`config.mk`:
```
export PLATFORM = sky130hd
export DESIGN_NAME = cwt_calendar_timers
export DESIGN_NICKNAME = d
export VERILOG_FILES = /design/src/core/cwt_pkg.sv /design/src/core/cwt_calendar_timers.sv
export SDC_FILE = /design/constraint.sdc
export NUM_CORES = 1
export LEC_CHECK = 0
export BUFFER_PORTS_ARGS = -buffer_cell sky130_fd_sc_hd__buf_2
export CORE_ASPECT_RATIO = 0.9
export CORE_UTILIZATION = 64
export CTS_CLUSTER_DIAMETER = 80
export DETAILED_ROUTE_END_ITERATION = 6
export GPL_TIMING_DRIVEN = 0
export PLACE_DENSITY_LB_ADDON = 0.1
export SYNTH_ARGS = -nofsm -noshare
export SYNTH_HDL_FRONTEND = slang
export SYNTH_SLANG_ARGS = --single-unit
```
`constraint.sdc`:
```
create_clock -name mclk -period 4.15 [get_ports mclk]
set_clock_uncertainty 0.15 [all_clocks]
set_input_delay 0.2075 -clock mclk [delete_from_list [all_inputs] [get_ports mclk]]
set_output_delay 0.2075 -clock mclk [all_outputs]
set_load 0.01 [all_outputs]
```
`src/core/cwt_pkg.sv`:
```
// cwt_pkg: constants, register map and types of the calendar weekday timers
package cwt_pkg;

    // ************************************************************
    // sizes
    // ************************************************************
    localparam int TIMERS   = 4;
    localparam int ADDR_W   = 8;
    localparam int DATA_W   = 32;

    // ************************************************************
    // register map, byte addresses; timer n sits at n * TMR_STRIDE
    // ************************************************************
    localparam logic [ADDR_W-1:0] TMR_STRIDE = 8'h10;
    localparam logic [3:0]        OFS_ON     = 4'h0;
    localparam logic [3:0]        OFS_OFF    = 4'h4;
    localparam logic [3:0]        OFS_MODE   = 4'h8;
    localparam logic [3:0]        OFS_STATE  = 4'hC;
    localparam logic [ADDR_W-1:0] MAP_END    = 8'h40;

    // time word layout: hour, minute, second
    localparam int SEC_LSB  = 0;
    localparam int MIN_LSB  = 8;
    localparam int HOUR_LSB = 16;
    localparam int SEC_W    = 6;
    localparam int MIN_W    = 6;
    localparam int HOUR_W   = 5;
    localparam int TOD_W    = HOUR_W + MIN_W + SEC_W;

    // readable timer status codes
    localparam logic [1:0] STAT_INACTIVE = 2'h0;
    localparam logic [1:0] STAT_ACTIVE   = 2'h1;
    localparam logic [1:0] STAT_UNUSED   = 2'h2;

    // weekday numbering of the clock input
    localparam logic [2:0] DAY_MON = 3'h0;
    localparam logic [2:0] DAY_FRI = 3'h4;
    localparam logic [2:0] DAY_SAT = 3'h5;
    localparam logic [2:0] DAY_SUN = 3'h6;

    localparam logic [1:0] SYNC_RST = 2'h0;

    typedef enum logic [3:0] {
        CWT_NOT_IN_USE           = 4'h0,
        CWT_DAILY                = 4'h1,
        CWT_MONDAY               = 4'h2,
        CWT_TUESDAY              = 4'h3,
        CWT_WEDNESDAY            = 4'h4,
        CWT_THURSDAY             = 4'h5,
        CWT_FRIDAY               = 4'h6,
        CWT_SATURDAY             = 4'h7,
        CWT_SUNDAY               = 4'h8,
        WEEKDAYS_ONLY_MODE       = 4'h9,
        WEEKDAYS_AND_SATURDAY_MODE = 4'hA,
        WEEKEND_ONLY_MODE        = 4'hB
    } cwt_mode_e;

    typedef logic [TOD_W-1:0] cwt_tod_t;

endpackage

```
`src/core/cwt_calendar_timers.sv`:
```
// cwt_calendar_timers: four weekday/calendar timers with Avalon-MM register access
//
// Summary of operation
// four independent timers, each own settings, output
// output on at on-time, off at off-time
// twelve day-selection modes per timer
// not-in-use timer idles, output held 0
// daily mode switches every calendar day
// single-weekday mode switches only that day
// weekdays mode skips Saturday and Sunday
// weekdays-and-Saturday mode skips Sunday only
// weekend mode switches Saturday and Sunday only
// status reads unused/0/1; force only in use
// status write sets output at once
// forced state holds until write or reversing act
// save statuses to storage on power loss
// restore statuses from storage before scheduling
// outputs feed logic and output matrix
// compare time once per second tick
`timescale 1ns/10ps

module cwt_calendar_timers
    import cwt_pkg::*;
(
    input  wire logic                mclk,
    input  wire logic                rst_n,
    // avalon-mm slave
    input  wire logic [ADDR_W-1:0]   avs_address,
    input  wire logic                avs_read,
    input  wire logic                avs_write,
    input  wire logic [DATA_W-1:0]   avs_writedata,
    input  wire logic [3:0]          avs_byteenable,
    output logic      [DATA_W-1:0]   avs_readdata,
    output logic                     avs_waitrequest,
    // system real-time clock, same domain
    input  wire logic                sec_tick,
    input  wire logic [HOUR_W-1:0]   tod_hour,
    input  wire logic [MIN_W-1:0]    tod_min,
    input  wire logic [SEC_W-1:0]    tod_sec,
    input  wire logic [2:0]          weekday,
    // power supervision pin, asynchronous
    input  wire logic                aux_power_lost,
    // non-volatile status store
    input  wire logic                nv_valid,
    input  wire logic [TIMERS-1:0]   nv_state,
    output logic                     nv_save,
    output logic      [TIMERS-1:0]   nv_save_state,
    // timer outputs to programmable logic and output matrix
    output logic      [TIMERS-1:0]   calendar_timer_state
);

    // ************************************************************
    // state
    // ************************************************************
    typedef struct packed {
        logic [TIMERS-1:0][TOD_W-1:0] on_t;
        logic [TIMERS-1:0][TOD_W-1:0] off_t;
        logic [TIMERS-1:0][3:0]       mode;
        logic [TIMERS-1:0]            state;
        logic [TIMERS-1:0]            out;
        logic                         restored;
        logic [1:0]                   pf_sync;
        logic                         pf_prev;
        logic                         save;
        logic [TIMERS-1:0]            save_state;
        logic                         wait_n;
        logic                         req_wait;
        logic [DATA_W-1:0]            rdata;
    } cwt_state_s;

    cwt_state_s st_r;
    cwt_state_s st_nxt;

    cwt_tod_t          now;
    logic [TIMERS-1:0] in_use;
    logic [TIMERS-1:0] day_hit;
    logic [TIMERS-1:0] on_hit;
    logic [TIMERS-1:0] off_hit;
    logic [1:0]        sel_tmr;
    logic [3:0]        sel_reg;
    logic              mapped;
    logic              bus_go;
    logic [DATA_W-1:0] be_mask;

    assign now     = {tod_hour, tod_min, tod_sec};
    assign sel_tmr = avs_address[5:4];
    assign sel_reg = avs_address[3:0];
    assign mapped  = (avs_address < MAP_END);
    // request executes on the edge where waitrequest is seen low
    assign bus_go  = (avs_read || avs_write) && st_r.wait_n;
    assign be_mask = {{8{avs_byteenable[3]}}, {8{avs_byteenable[2]}},
                      {8{avs_byteenable[1]}}, {8{avs_byteenable[0]}}};

    // ************************************************************
    // helpers
    // ************************************************************
    function automatic logic day_selected(input logic [3:0] m, input logic [2:0] d);
        logic r;
        r = 1'b0;
        case (m)
            CWT_DAILY:                  r = 1'b1;
            CWT_MONDAY, CWT_TUESDAY, CWT_WEDNESDAY, CWT_THURSDAY,
            CWT_FRIDAY, CWT_SATURDAY, CWT_SUNDAY:
                r = (d == 3'(m - CWT_MONDAY));
            WEEKDAYS_ONLY_MODE:         r = (d <= DAY_FRI);
            WEEKDAYS_AND_SATURDAY_MODE: r = (d <= DAY_SAT);
            WEEKEND_ONLY_MODE:          r = (d == DAY_SAT) || (d == DAY_SUN);
            default:                    r = 1'b0;
        endcase
        return r;
    endfunction

    function automatic logic [DATA_W-1:0] tod_word(input cwt_tod_t t);
        logic [DATA_W-1:0] w;
        w = '0;
        w[HOUR_LSB +: HOUR_W] = t[SEC_W+MIN_W +: HOUR_W];
        w[MIN_LSB  +: MIN_W]  = t[SEC_W +: MIN_W];
        w[SEC_LSB  +: SEC_W]  = t[0 +: SEC_W];
        return w;
    endfunction

    function automatic cwt_tod_t word_tod(input logic [DATA_W-1:0] w);
        return {w[HOUR_LSB +: HOUR_W], w[MIN_LSB +: MIN_W], w[SEC_LSB +: SEC_W]};
    endfunction

    // ************************************************************
    // per-timer match logic
    // ************************************************************
    genvar gi;
    generate
        for (gi = 0; gi < TIMERS; gi++) begin : g_tmr
            // codes above the last mode count as not in use
            assign in_use[gi]  = (st_r.mode[gi] != CWT_NOT_IN_USE) &&
                                 (st_r.mode[gi] <= WEEKEND_ONLY_MODE);
            assign day_hit[gi] = day_selected(st_r.mode[gi], weekday);
            // compare only on the one-second tick, so each act fires once
            assign on_hit[gi]  = sec_tick && st_r.restored && in_use[gi] &&
                                 day_hit[gi] && (now == st_r.on_t[gi]);
            assign off_hit[gi] = sec_tick && st_r.restored && in_use[gi] &&
                                 day_hit[gi] && (now == st_r.off_t[gi]);
        end
    endgenerate

    // ************************************************************
    // next state
    // ************************************************************
    always_comb begin
        logic [DATA_W-1:0] merged;
        logic [TIMERS-1:0] use_nxt;
        merged = '0;
        use_nxt = '0;
        st_nxt = st_r;
        st_nxt.save = 1'b0;

        // power-loss detection; first stage feeds only the second
        st_nxt.pf_sync = {st_r.pf_sync[0], aux_power_lost};
        st_nxt.pf_prev = st_r.pf_sync[1];
        if (st_r.pf_sync[1] && !st_r.pf_prev) begin
            st_nxt.save       = 1'b1;
            st_nxt.save_state = st_r.state;
        end

        // restore the stored statuses once before the schedule runs
        if (!st_r.restored && nv_valid) begin
            st_nxt.state    = nv_state;
            st_nxt.restored = 1'b1;
        end

        // schedule; off wins when on and off times are equal
        for (int i = 0; i < TIMERS; i++) begin
            if (on_hit[i]) begin
                st_nxt.state[i] = 1'b1;
            end
            if (off_hit[i]) begin
                st_nxt.state[i] = 1'b0;
            end
        end

        // bus slave: one wait cycle, then the request completes
        st_nxt.wait_n = 1'b0;
        if ((avs_read || avs_write) && !st_r.wait_n) begin
            st_nxt.wait_n = 1'b1;
            st_nxt.rdata  = '0;
            if (mapped) begin
                unique case (sel_reg)
                    OFS_ON:    st_nxt.rdata = tod_word(st_r.on_t[sel_tmr]);
                    OFS_OFF:   st_nxt.rdata = tod_word(st_r.off_t[sel_tmr]);
                    OFS_MODE:  st_nxt.rdata = DATA_W'(st_r.mode[sel_tmr]);
                    OFS_STATE: st_nxt.rdata = !in_use[sel_tmr] ? DATA_W'(STAT_UNUSED) :
                                              st_r.state[sel_tmr] ? DATA_W'(STAT_ACTIVE) :
                                              DATA_W'(STAT_INACTIVE);
                    default:   st_nxt.rdata = '0;
                endcase
            end
        end

        // waitrequest kept as its own flop so the port needs no inverter
        st_nxt.req_wait = !st_nxt.wait_n;

        // a write comes last so it overrides a same-cycle timed act
        if (bus_go && avs_write && mapped) begin
            unique case (sel_reg)
                OFS_ON: begin
                    merged = (tod_word(st_r.on_t[sel_tmr]) & ~be_mask) |
                             (avs_writedata & be_mask);
                    st_nxt.on_t[sel_tmr] = word_tod(merged);
                end
                OFS_OFF: begin
                    merged = (tod_word(st_r.off_t[sel_tmr]) & ~be_mask) |
                             (avs_writedata & be_mask);
                    st_nxt.off_t[sel_tmr] = word_tod(merged);
                end
                OFS_MODE: begin
                    if (avs_byteenable[0]) begin
                        st_nxt.mode[sel_tmr] = avs_writedata[3:0];
                    end
                end
                OFS_STATE: begin
                    // force needs byte 0 enabled; ignored while not in use
                    if (avs_byteenable[0] && in_use[sel_tmr]) begin
                        st_nxt.state[sel_tmr] = avs_writedata[0];
                    end
                end
                default: begin
                end
            endcase
        end

        // output follows status, held low when not in use
        for (int i = 0; i < TIMERS; i++) begin
            use_nxt[i] = (st_nxt.mode[i] != CWT_NOT_IN_USE) &&
                         (st_nxt.mode[i] <= WEEKEND_ONLY_MODE);
        end
        st_nxt.out = st_nxt.state & use_nxt;
    end

    // ************************************************************
    // registers
    // ************************************************************
    always_ff @(posedge mclk or negedge rst_n) begin
        if (!rst_n) begin
            st_r         <= '0;
            st_r.pf_sync <= SYNC_RST;
            st_r.req_wait <= 1'b1;
        end else begin
            st_r <= st_nxt;
        end
    end

    assign avs_readdata         = st_r.rdata;
    assign avs_waitrequest      = st_r.req_wait;
    assign nv_save              = st_r.save;
    assign nv_save_state        = st_r.save_state;
    assign calendar_timer_state = st_r.out;

endmodule

```
==> metrics.txt, run 1 <==
Post-Layout Cell Count=1429; worst-path cell chain=nor4bb_1 -> clkbuf_1 -> nand4_1 -> mux2_2 -> o31ai_1 -> nor3_1; # nets final=between 1k and 1.5k; synth top area cells=dfrtp_1 (43%), mux4_2 (7.8%), xor2_1 (7.7%), o21ai_0 (7.3%), nand2_1 (6.2%); R2R Path Start=st_r[33]; WP data arrival=roughly 3 ns; cell area after synthesis=approximately 11000 um^2; number of global-route vias before repair=8781; Placer Congestion=1.04; Worst VDD drop=roughly 0.26 mV; routed vias/inst=~6.4; core area=between 15000 and 20000 um^2; Worst Path Class, Setup=flip-flop to flip-flop; layout cell share with drive strength beyond 1=about a fifth; Top FF cell, synth=dfrtp_1; DRT iter0 DRCs=1345; # port buffers=slightly above 60; grt ovf=0; Num Clock Sinks=around 190; static leakage=roughly 5.6 nW; RSZ-0062 raised after global routing=false; first-pass GRT wire length=slightly above 50000 um; Total GRT Usage=approximately two fifths; largest net degree at the start of global routing=125; setup ws final=about 1.4 ns; reg2reg path depth=6; routed len/inst=roughly 23 um; Top-Level Pins=117; Routed Antenna Nets=0; max-cap check violation count=0; worst setup path endpoint=calendar_timer_state[1]; Layout area overhead=11.6%; drt first pass iters=5; Seq cells post-synth=approximately 190; Synth Warn #=0; post-DP HPWL=between 20000 and 25000 um; Horiz. Die Dim=between 100 and 150 um; period utilisation layout=approximately 67%; CP max FO=8; simple-gate share of the synthesized area=between 10% and 20%; H-tree Lvls=4; clk slew on worst S/H paths=approximately 0.070 ns; Cells after Synth=roughly 1.1k; Mapped Avg Cell Area=9.96 um^2; total routed wirelength=around 33000 um; worst skew pair latency=0.44 ns; Worst Hold Class=input pin to flip-flop; initial antenna violation count=2; critical path's largest stage delay=between 0.6 and 0.7 ns; min Tclk post-route=2.80 ns; starting density of the core=approximately 65%; pwr/cell area=between 300 and 400 nW/um^2; CP startpoint=st_r[33]; main combinational cell family by area after synthesis=simple AND/OR/NAND/NOR gates; final routed DRC violation total=0; clock root cell=clkbuf_16; Post-Synth Adder-Cell Area=0%; Seq/Total Area, Yosys=roughly 43%; Critical Path Sink Type=flip-flop; multiplexer share of the synthesized area=approximately 14%; total number of vias=slightly above 9k; critical path launch point type=flip-flop; setup TNS=0 ns; Setup WS pre-CTS=approximately 1.4 ns; top cell type's share of synthesized area=42.5%; Max clock buf depth=2; Critical-path top delay cell=o31ai_1; xor/xnor share of the synthesized area=between 10 and 15%; die height=~130 um; Max Freq=~360 MHz; actual slew at the worst max-slew pin=around 1.2 ns; R2R setup slack=1.35 ns; Async S/R FF share, synth=100%; critical path data required time=between 4 and 5 ns; Slew HR=22.3%; total setup buffers inserted after CTS=0; Post-synth EDFFs=0; Synth area leader=dfrtp_1; final setup fails=0; die area=approximately 18000 um^2; status=completed; Cell Rows=between 40 and 50; Final Hold Fails=0; Slew Limit Fails=0; synth unique cells=64; TritonCTS clock tree=yes; number of buffers created by CTS=17; dpl cells=1393; reg2reg end=calendar_timer_state[1]; Compound-Gate Fraction of Synth Area=11.3%
[how the worst min path moves through the flow]
stage,start,end,slack [ns],cells past startpoint
global placement,aux_power_lost,st_nxt[41],0.17,1
finish,nv_state[1],st_r[48],0.02,5
CTS,nv_state[1],st_r[48],0.02,5
detailed placement,rst_n,st_r[193],0.03,1
global route,avs_writedata[18],st_r[166],0.06,3
floorplan,rst_n,avs_readdata[0],-0.24,0
[power breakdown]
part           switching, W  internal [W]  leakage [nW]
clock network      0.000724      0.000913         0.274
logic              0.000299      0.000182          2.76
registers         0.0000323       0.00187          2.59
[worst max-delay path: cells and delay by family, from the launching register on]
kind,cells,cell delay [ns]
AOI/OAI and AO/OA,1,0.61
buffers and inverters,1,0.41
DFF,1,0.33
muxes,1,0.41
and+or+nand+nor,3,0.75
[per-layer routing]
metal / vias up / share of wire, % / GRT usage [%]
li1: 4008 / - / -
met1: 4481 / 41 / 58.1
met2: 619 / 44 / 56.6
met3: 83 / 12 / 9.48
met4: 0 / 3.6 / 16.0
met5: - / 0 / 0
[cells in the final DEF (no fill, tap or decap), types with 4 or more instances in the layout]
cell	instances
nand2b_1	9
a31oi_1	4
a22oi_1	14
dlygate4sd3_1	4
buf_6	4
conb_1	15
xnor2_1	48
a211oi_1	4
nand3b_1	5
nand4_1	16
mux4_2	38
buf_4	40
and2_1	6
mux2_2	13
inv_1	10
clkbuf_1	49
nand3_1	16
and3_1	5
nor2_1	16
clkbuf_16	17
o21ai_0	161
xor2_1	97
nor3_1	17
nor4_1	23
nor2b_1	7
buf_2	83
mux2i_1	49
nand2_1	183
dfrtp_1	187
a21oi_1	9
a211o_1	4
[area by class of cell]
cell class | count | area [um^2]
diodes | 2 | 5.00
plain buffers | 119 | 659
clock buffers | 20 | 457
clock inverters | 10 | 119
fillers | 1263 | 4540
inverters | 10 | 37.5
multi-input cells | 803 | 5660
flip-flops and latches | 188 | 4710
well taps | 211 | 264
repair buffers | 66 | 383
[metrics by stage]
stage / cell area, um^2 / hold WS [ns] / power, W / util (%)
6_report: 12300 / 0.0152 / 0.00402 / 73.0
5_1_grt: 12300 / 0.0585 / 0.00412 / 73.0
4_1_cts: 12300 / 0.0211 / 0.00401 / 73.0
3_5_place_dp: 11700 / 0.0296 / 0.00240 / 69.3
3_3_place_gp: 11600 / 0.166 / 0.00239 / 69.1
2_1_floorplan: 11100 / -0.238 / 0.00222 / -
[what timing repair did]
| action | in CTS | in global routing |
|---|---|---|
| hold buffers | 4 | 0 |
| endpoints found under the hold margin | 67 | 0 |
| resized for setup | 0 | 0 |
[cells in the mapped netlist (all sizes together), types with 2 or more instances]
cell    number
xnor2       48
a211o        4
nand3b       5
nor4b        2
a31o         3
a22oi       14
o21ai      161
a31oi        4
nor3        18
a41o         2
and2         6
mux2        13
a21boi       2
or2          4
xor2        97
nor2        16
o31ai        3
dfrtp      187
or4          5
a211oi       4
mux2i       49
inv         10
mux4        39
nand2      183
nor3b        2
nand4       16
buf         68
nand2b       9
a21oi       10
nor2b        8
nand3       16
nor4        24
and3         5
a221oi       2
clkbuf      51
[cell families (layout without fill, tap and decap cells)]
family                    Yosys count  in the layout
and+or+nand+nor                   325            325
buffers and inverters             129            225
DFF                               188            188
muxes                             101            101
xor gates and xnor gates          145            145
other                               1             17
AOI/OAI and AO/OA                 217            217
[registers in the layout, indices dropped and copies added (netlist names)]
register	flops
avs_waitrequest	1
calendar_timer_state	4
nv_save	1
nv_save_state	4
avs_readdata	17
st_r	159
st_nxt	2
Power figures use the tool's default switching activity.
==> inputs of run 2 (changes only) <==
- CORE_UTILIZATION: 64 -> 54
- clock period: 4.15 -> 2.4 ns (I/O delays scaled with it)
==> run 2 against run 1 <==
  * The run now ends with setup timing left
  * Die area rose by 18%
  * Maximum frequency increased by 16%
  * Worst hold slack got worse by 0.0050 ns
  * Global-route usage fell by 5.5 points
  * Flip-flop and latch count stayed put
  * Worst setup slack lost 1.4 ns
  * Clock-buffer cell count unchanged
  * Core utilization shrank 9.6 points
  * Via count hardly changed
  * Highest routed layer unchanged
==> metrics.txt, run 2 (synthesized netlist as in run 1, its figures left out) <==
total number of vias=9185; # nets final=about 1.3k; Worst VDD drop=0.321 mV; final setup fails=1; worst skew pair latency=0.45 ns; hold path start=avs_writedata[16]; min Tclk post-route=between 2 and 2.5 ns; Hold EP=st_r[181]; Internal Power=0.00507 W; R2R Path Start=st_r[65]; Cell Rows=49; status=finished, violations left; R2R setup slack=-0.02 ns; Routed Antenna Nets=0; routed vias/inst=approximately 6.1; pwr/cell area=between 500 and 600 nW/um^2; die area=about 21000 um^2; Worst Path Class, Setup=flip-flop to flip-flop; Max Freq=414 MHz; H-tree Lvls=4; max-cap check violation count=0; max FFs per register=between 150 and 200; layout cell share with drive strength beyond 1=between 20 and 25%; initial antenna violation count=3; starting density of the core=55.1%; period utilisation layout=101%; Horiz. Die Dim=~150 um; final routed DRC violation total=0; grt ovf=0; reg2reg path depth=7; dpl cells=about 1.4k; total routed wirelength=~35000 um; grt met2 use=50.4%; core area=about 20000 um^2; setup ws final=-0.0162 ns; clock group share of total power=about two fifths; Top-Level Pins=approximately 120; WP data arrival=between 2 and 3 ns; final core utilization=63.4%; drt first pass iters=7; critical path data required time=around 2.6 ns; clock root cell=clkbuf_16; Critical Path Sink Type=flip-flop; number of global-route vias before repair=8525; DRT iter0 DRCs=1203; Layout area overhead=15.0%; Num Clock Sinks=between 150 and 200; routing usage on met3=between 8 and 9%; reg2reg end=calendar_timer_state[2]; clk slew on worst S/H paths=approximately 0.07 ns; Slew Limit Fails=0; Placer Congestion=~0.96; # port buffers=slightly above 60; number of buffers created by CTS=17; routed len/inst=between 20 and 25 um; most frequent cells in the layout=nand2_1 (182), dfrtp_1 (181), o21ai_0 (161); Final Hold Fails=0; RSZ-0062 raised after global routing=true; Top reg by flops=st_r; Post-Layout Cell Count=around 1.5k; total power draw=0.00698 W; switch share=a little over a quarter; Sw Pwr=0.00191 W; Total GRT Usage=34.0%; hold slack=between 0.01 and 0.015 ns; failing checks=setup timing; setup TNS=-0.0162 ns; GRT met1 Usage=between 40 and 50%; Max clock buf depth=2; Hold Crit Depth=3; TritonCTS clock tree=yes; largest net degree at the start of global routing=~110; GRT Max-Usage Layer=met2; static leakage=around 5.7 nW; Worst Hold Class=input pin to flip-flop; share of power burned in registers=47.2%; actual slew at the worst max-slew pin=between 0.8 and 0.9 ns; die height=about 140 um; post-DP HPWL=between 20000 and 30000 um; commonest non-fill, non-tap cell in the layout=nand2_1; Combinational Power Share=roughly an eighth; first-pass GRT wire length=between 50000 and 60000 um; CP max FO=7; Slew HR=between 40% and 50%; critical path launch point type=flip-flop; FILL cells=roughly 1.7k
==> run 2: what timing repair did <==
action | CTS | global route
resized for setup | 11 | 32
pin swaps | 0 | 7
buffers inserted | 0 | 7
cloned | 0 | 0
endpoints found under the setup margin | 16 | 17
hold endpoints to repair | 148 | 0
hold buffers | 19 | 0
==> run 2: worst max-delay path by stage <==
stage                start                      end  slack [ns]  cells after the start
3_3_place_gp         rst_n                 st_r[65]       -2.09                      1
5_1_grt           st_r[65]  calendar_timer_state[2]       -0.08                      7
2_1_floorplan     st_r[56]  calendar_timer_state[2]        0.23                      8
6_report          st_r[65]  calendar_timer_state[2]       -0.02                      7
4_1_cts           st_r[61]  calendar_timer_state[2]        0.01                      8
3_5_place_dp   tod_hour[3]  calendar_timer_state[2]       -0.27                      7
==> run 2: power groups by stage <==
stage               clock network [W]  registers (W)  logic [W]
floorplan                           0        0.00333   0.000508
global placement                    0        0.00335   0.000800
detailed placement                  0        0.00335   0.000810
CTS                           0.00280        0.00329   0.000841
global route                  0.00294        0.00330   0.000936
finish                        0.00282        0.00329   0.000872
==> run 2: layer usage <==
metal	vias up	part of all wire, %
li1	4064	-
met1	4489	42
met2	539	44
met3	93	10
met4	0	3.6
met5	-	0
==> run 2: stage by stage <==
stage,instance area (um^2),setup WS [ns]
3_5_place_dp,11700,-0.270
3_3_place_gp,11700,-2.09
6_report,12700,-0.0162
4_1_cts,12500,0.0112
2_1_floorplan,11100,0.231
5_1_grt,12700,-0.0785
==> run 2: layout make-up <==
type	instances	area, um^2	area share (%)
repair buffers	88	586	4.62
plain buffers	116	654	5.17
flip-flops and latches	188	4710	37.2
multi-input cells	803	5780	45.6
well taps	255	319	2.52
clock inverters	11	111	0.879
clock buffers	20	457	3.61
diodes	3	7.51	0.0593
inverters	10	37.5	0.296
==> run 2: worst max-delay path: stages, from the launching register on <==
cell and delay [ns]:
dfrtp_1 0.38, buf_6 0.13, or4_4 0.55, a21oi_4 0.21
or4_4 0.19, nor3_2 0.06, a221o_1 0.35, a221oi_2 0.31
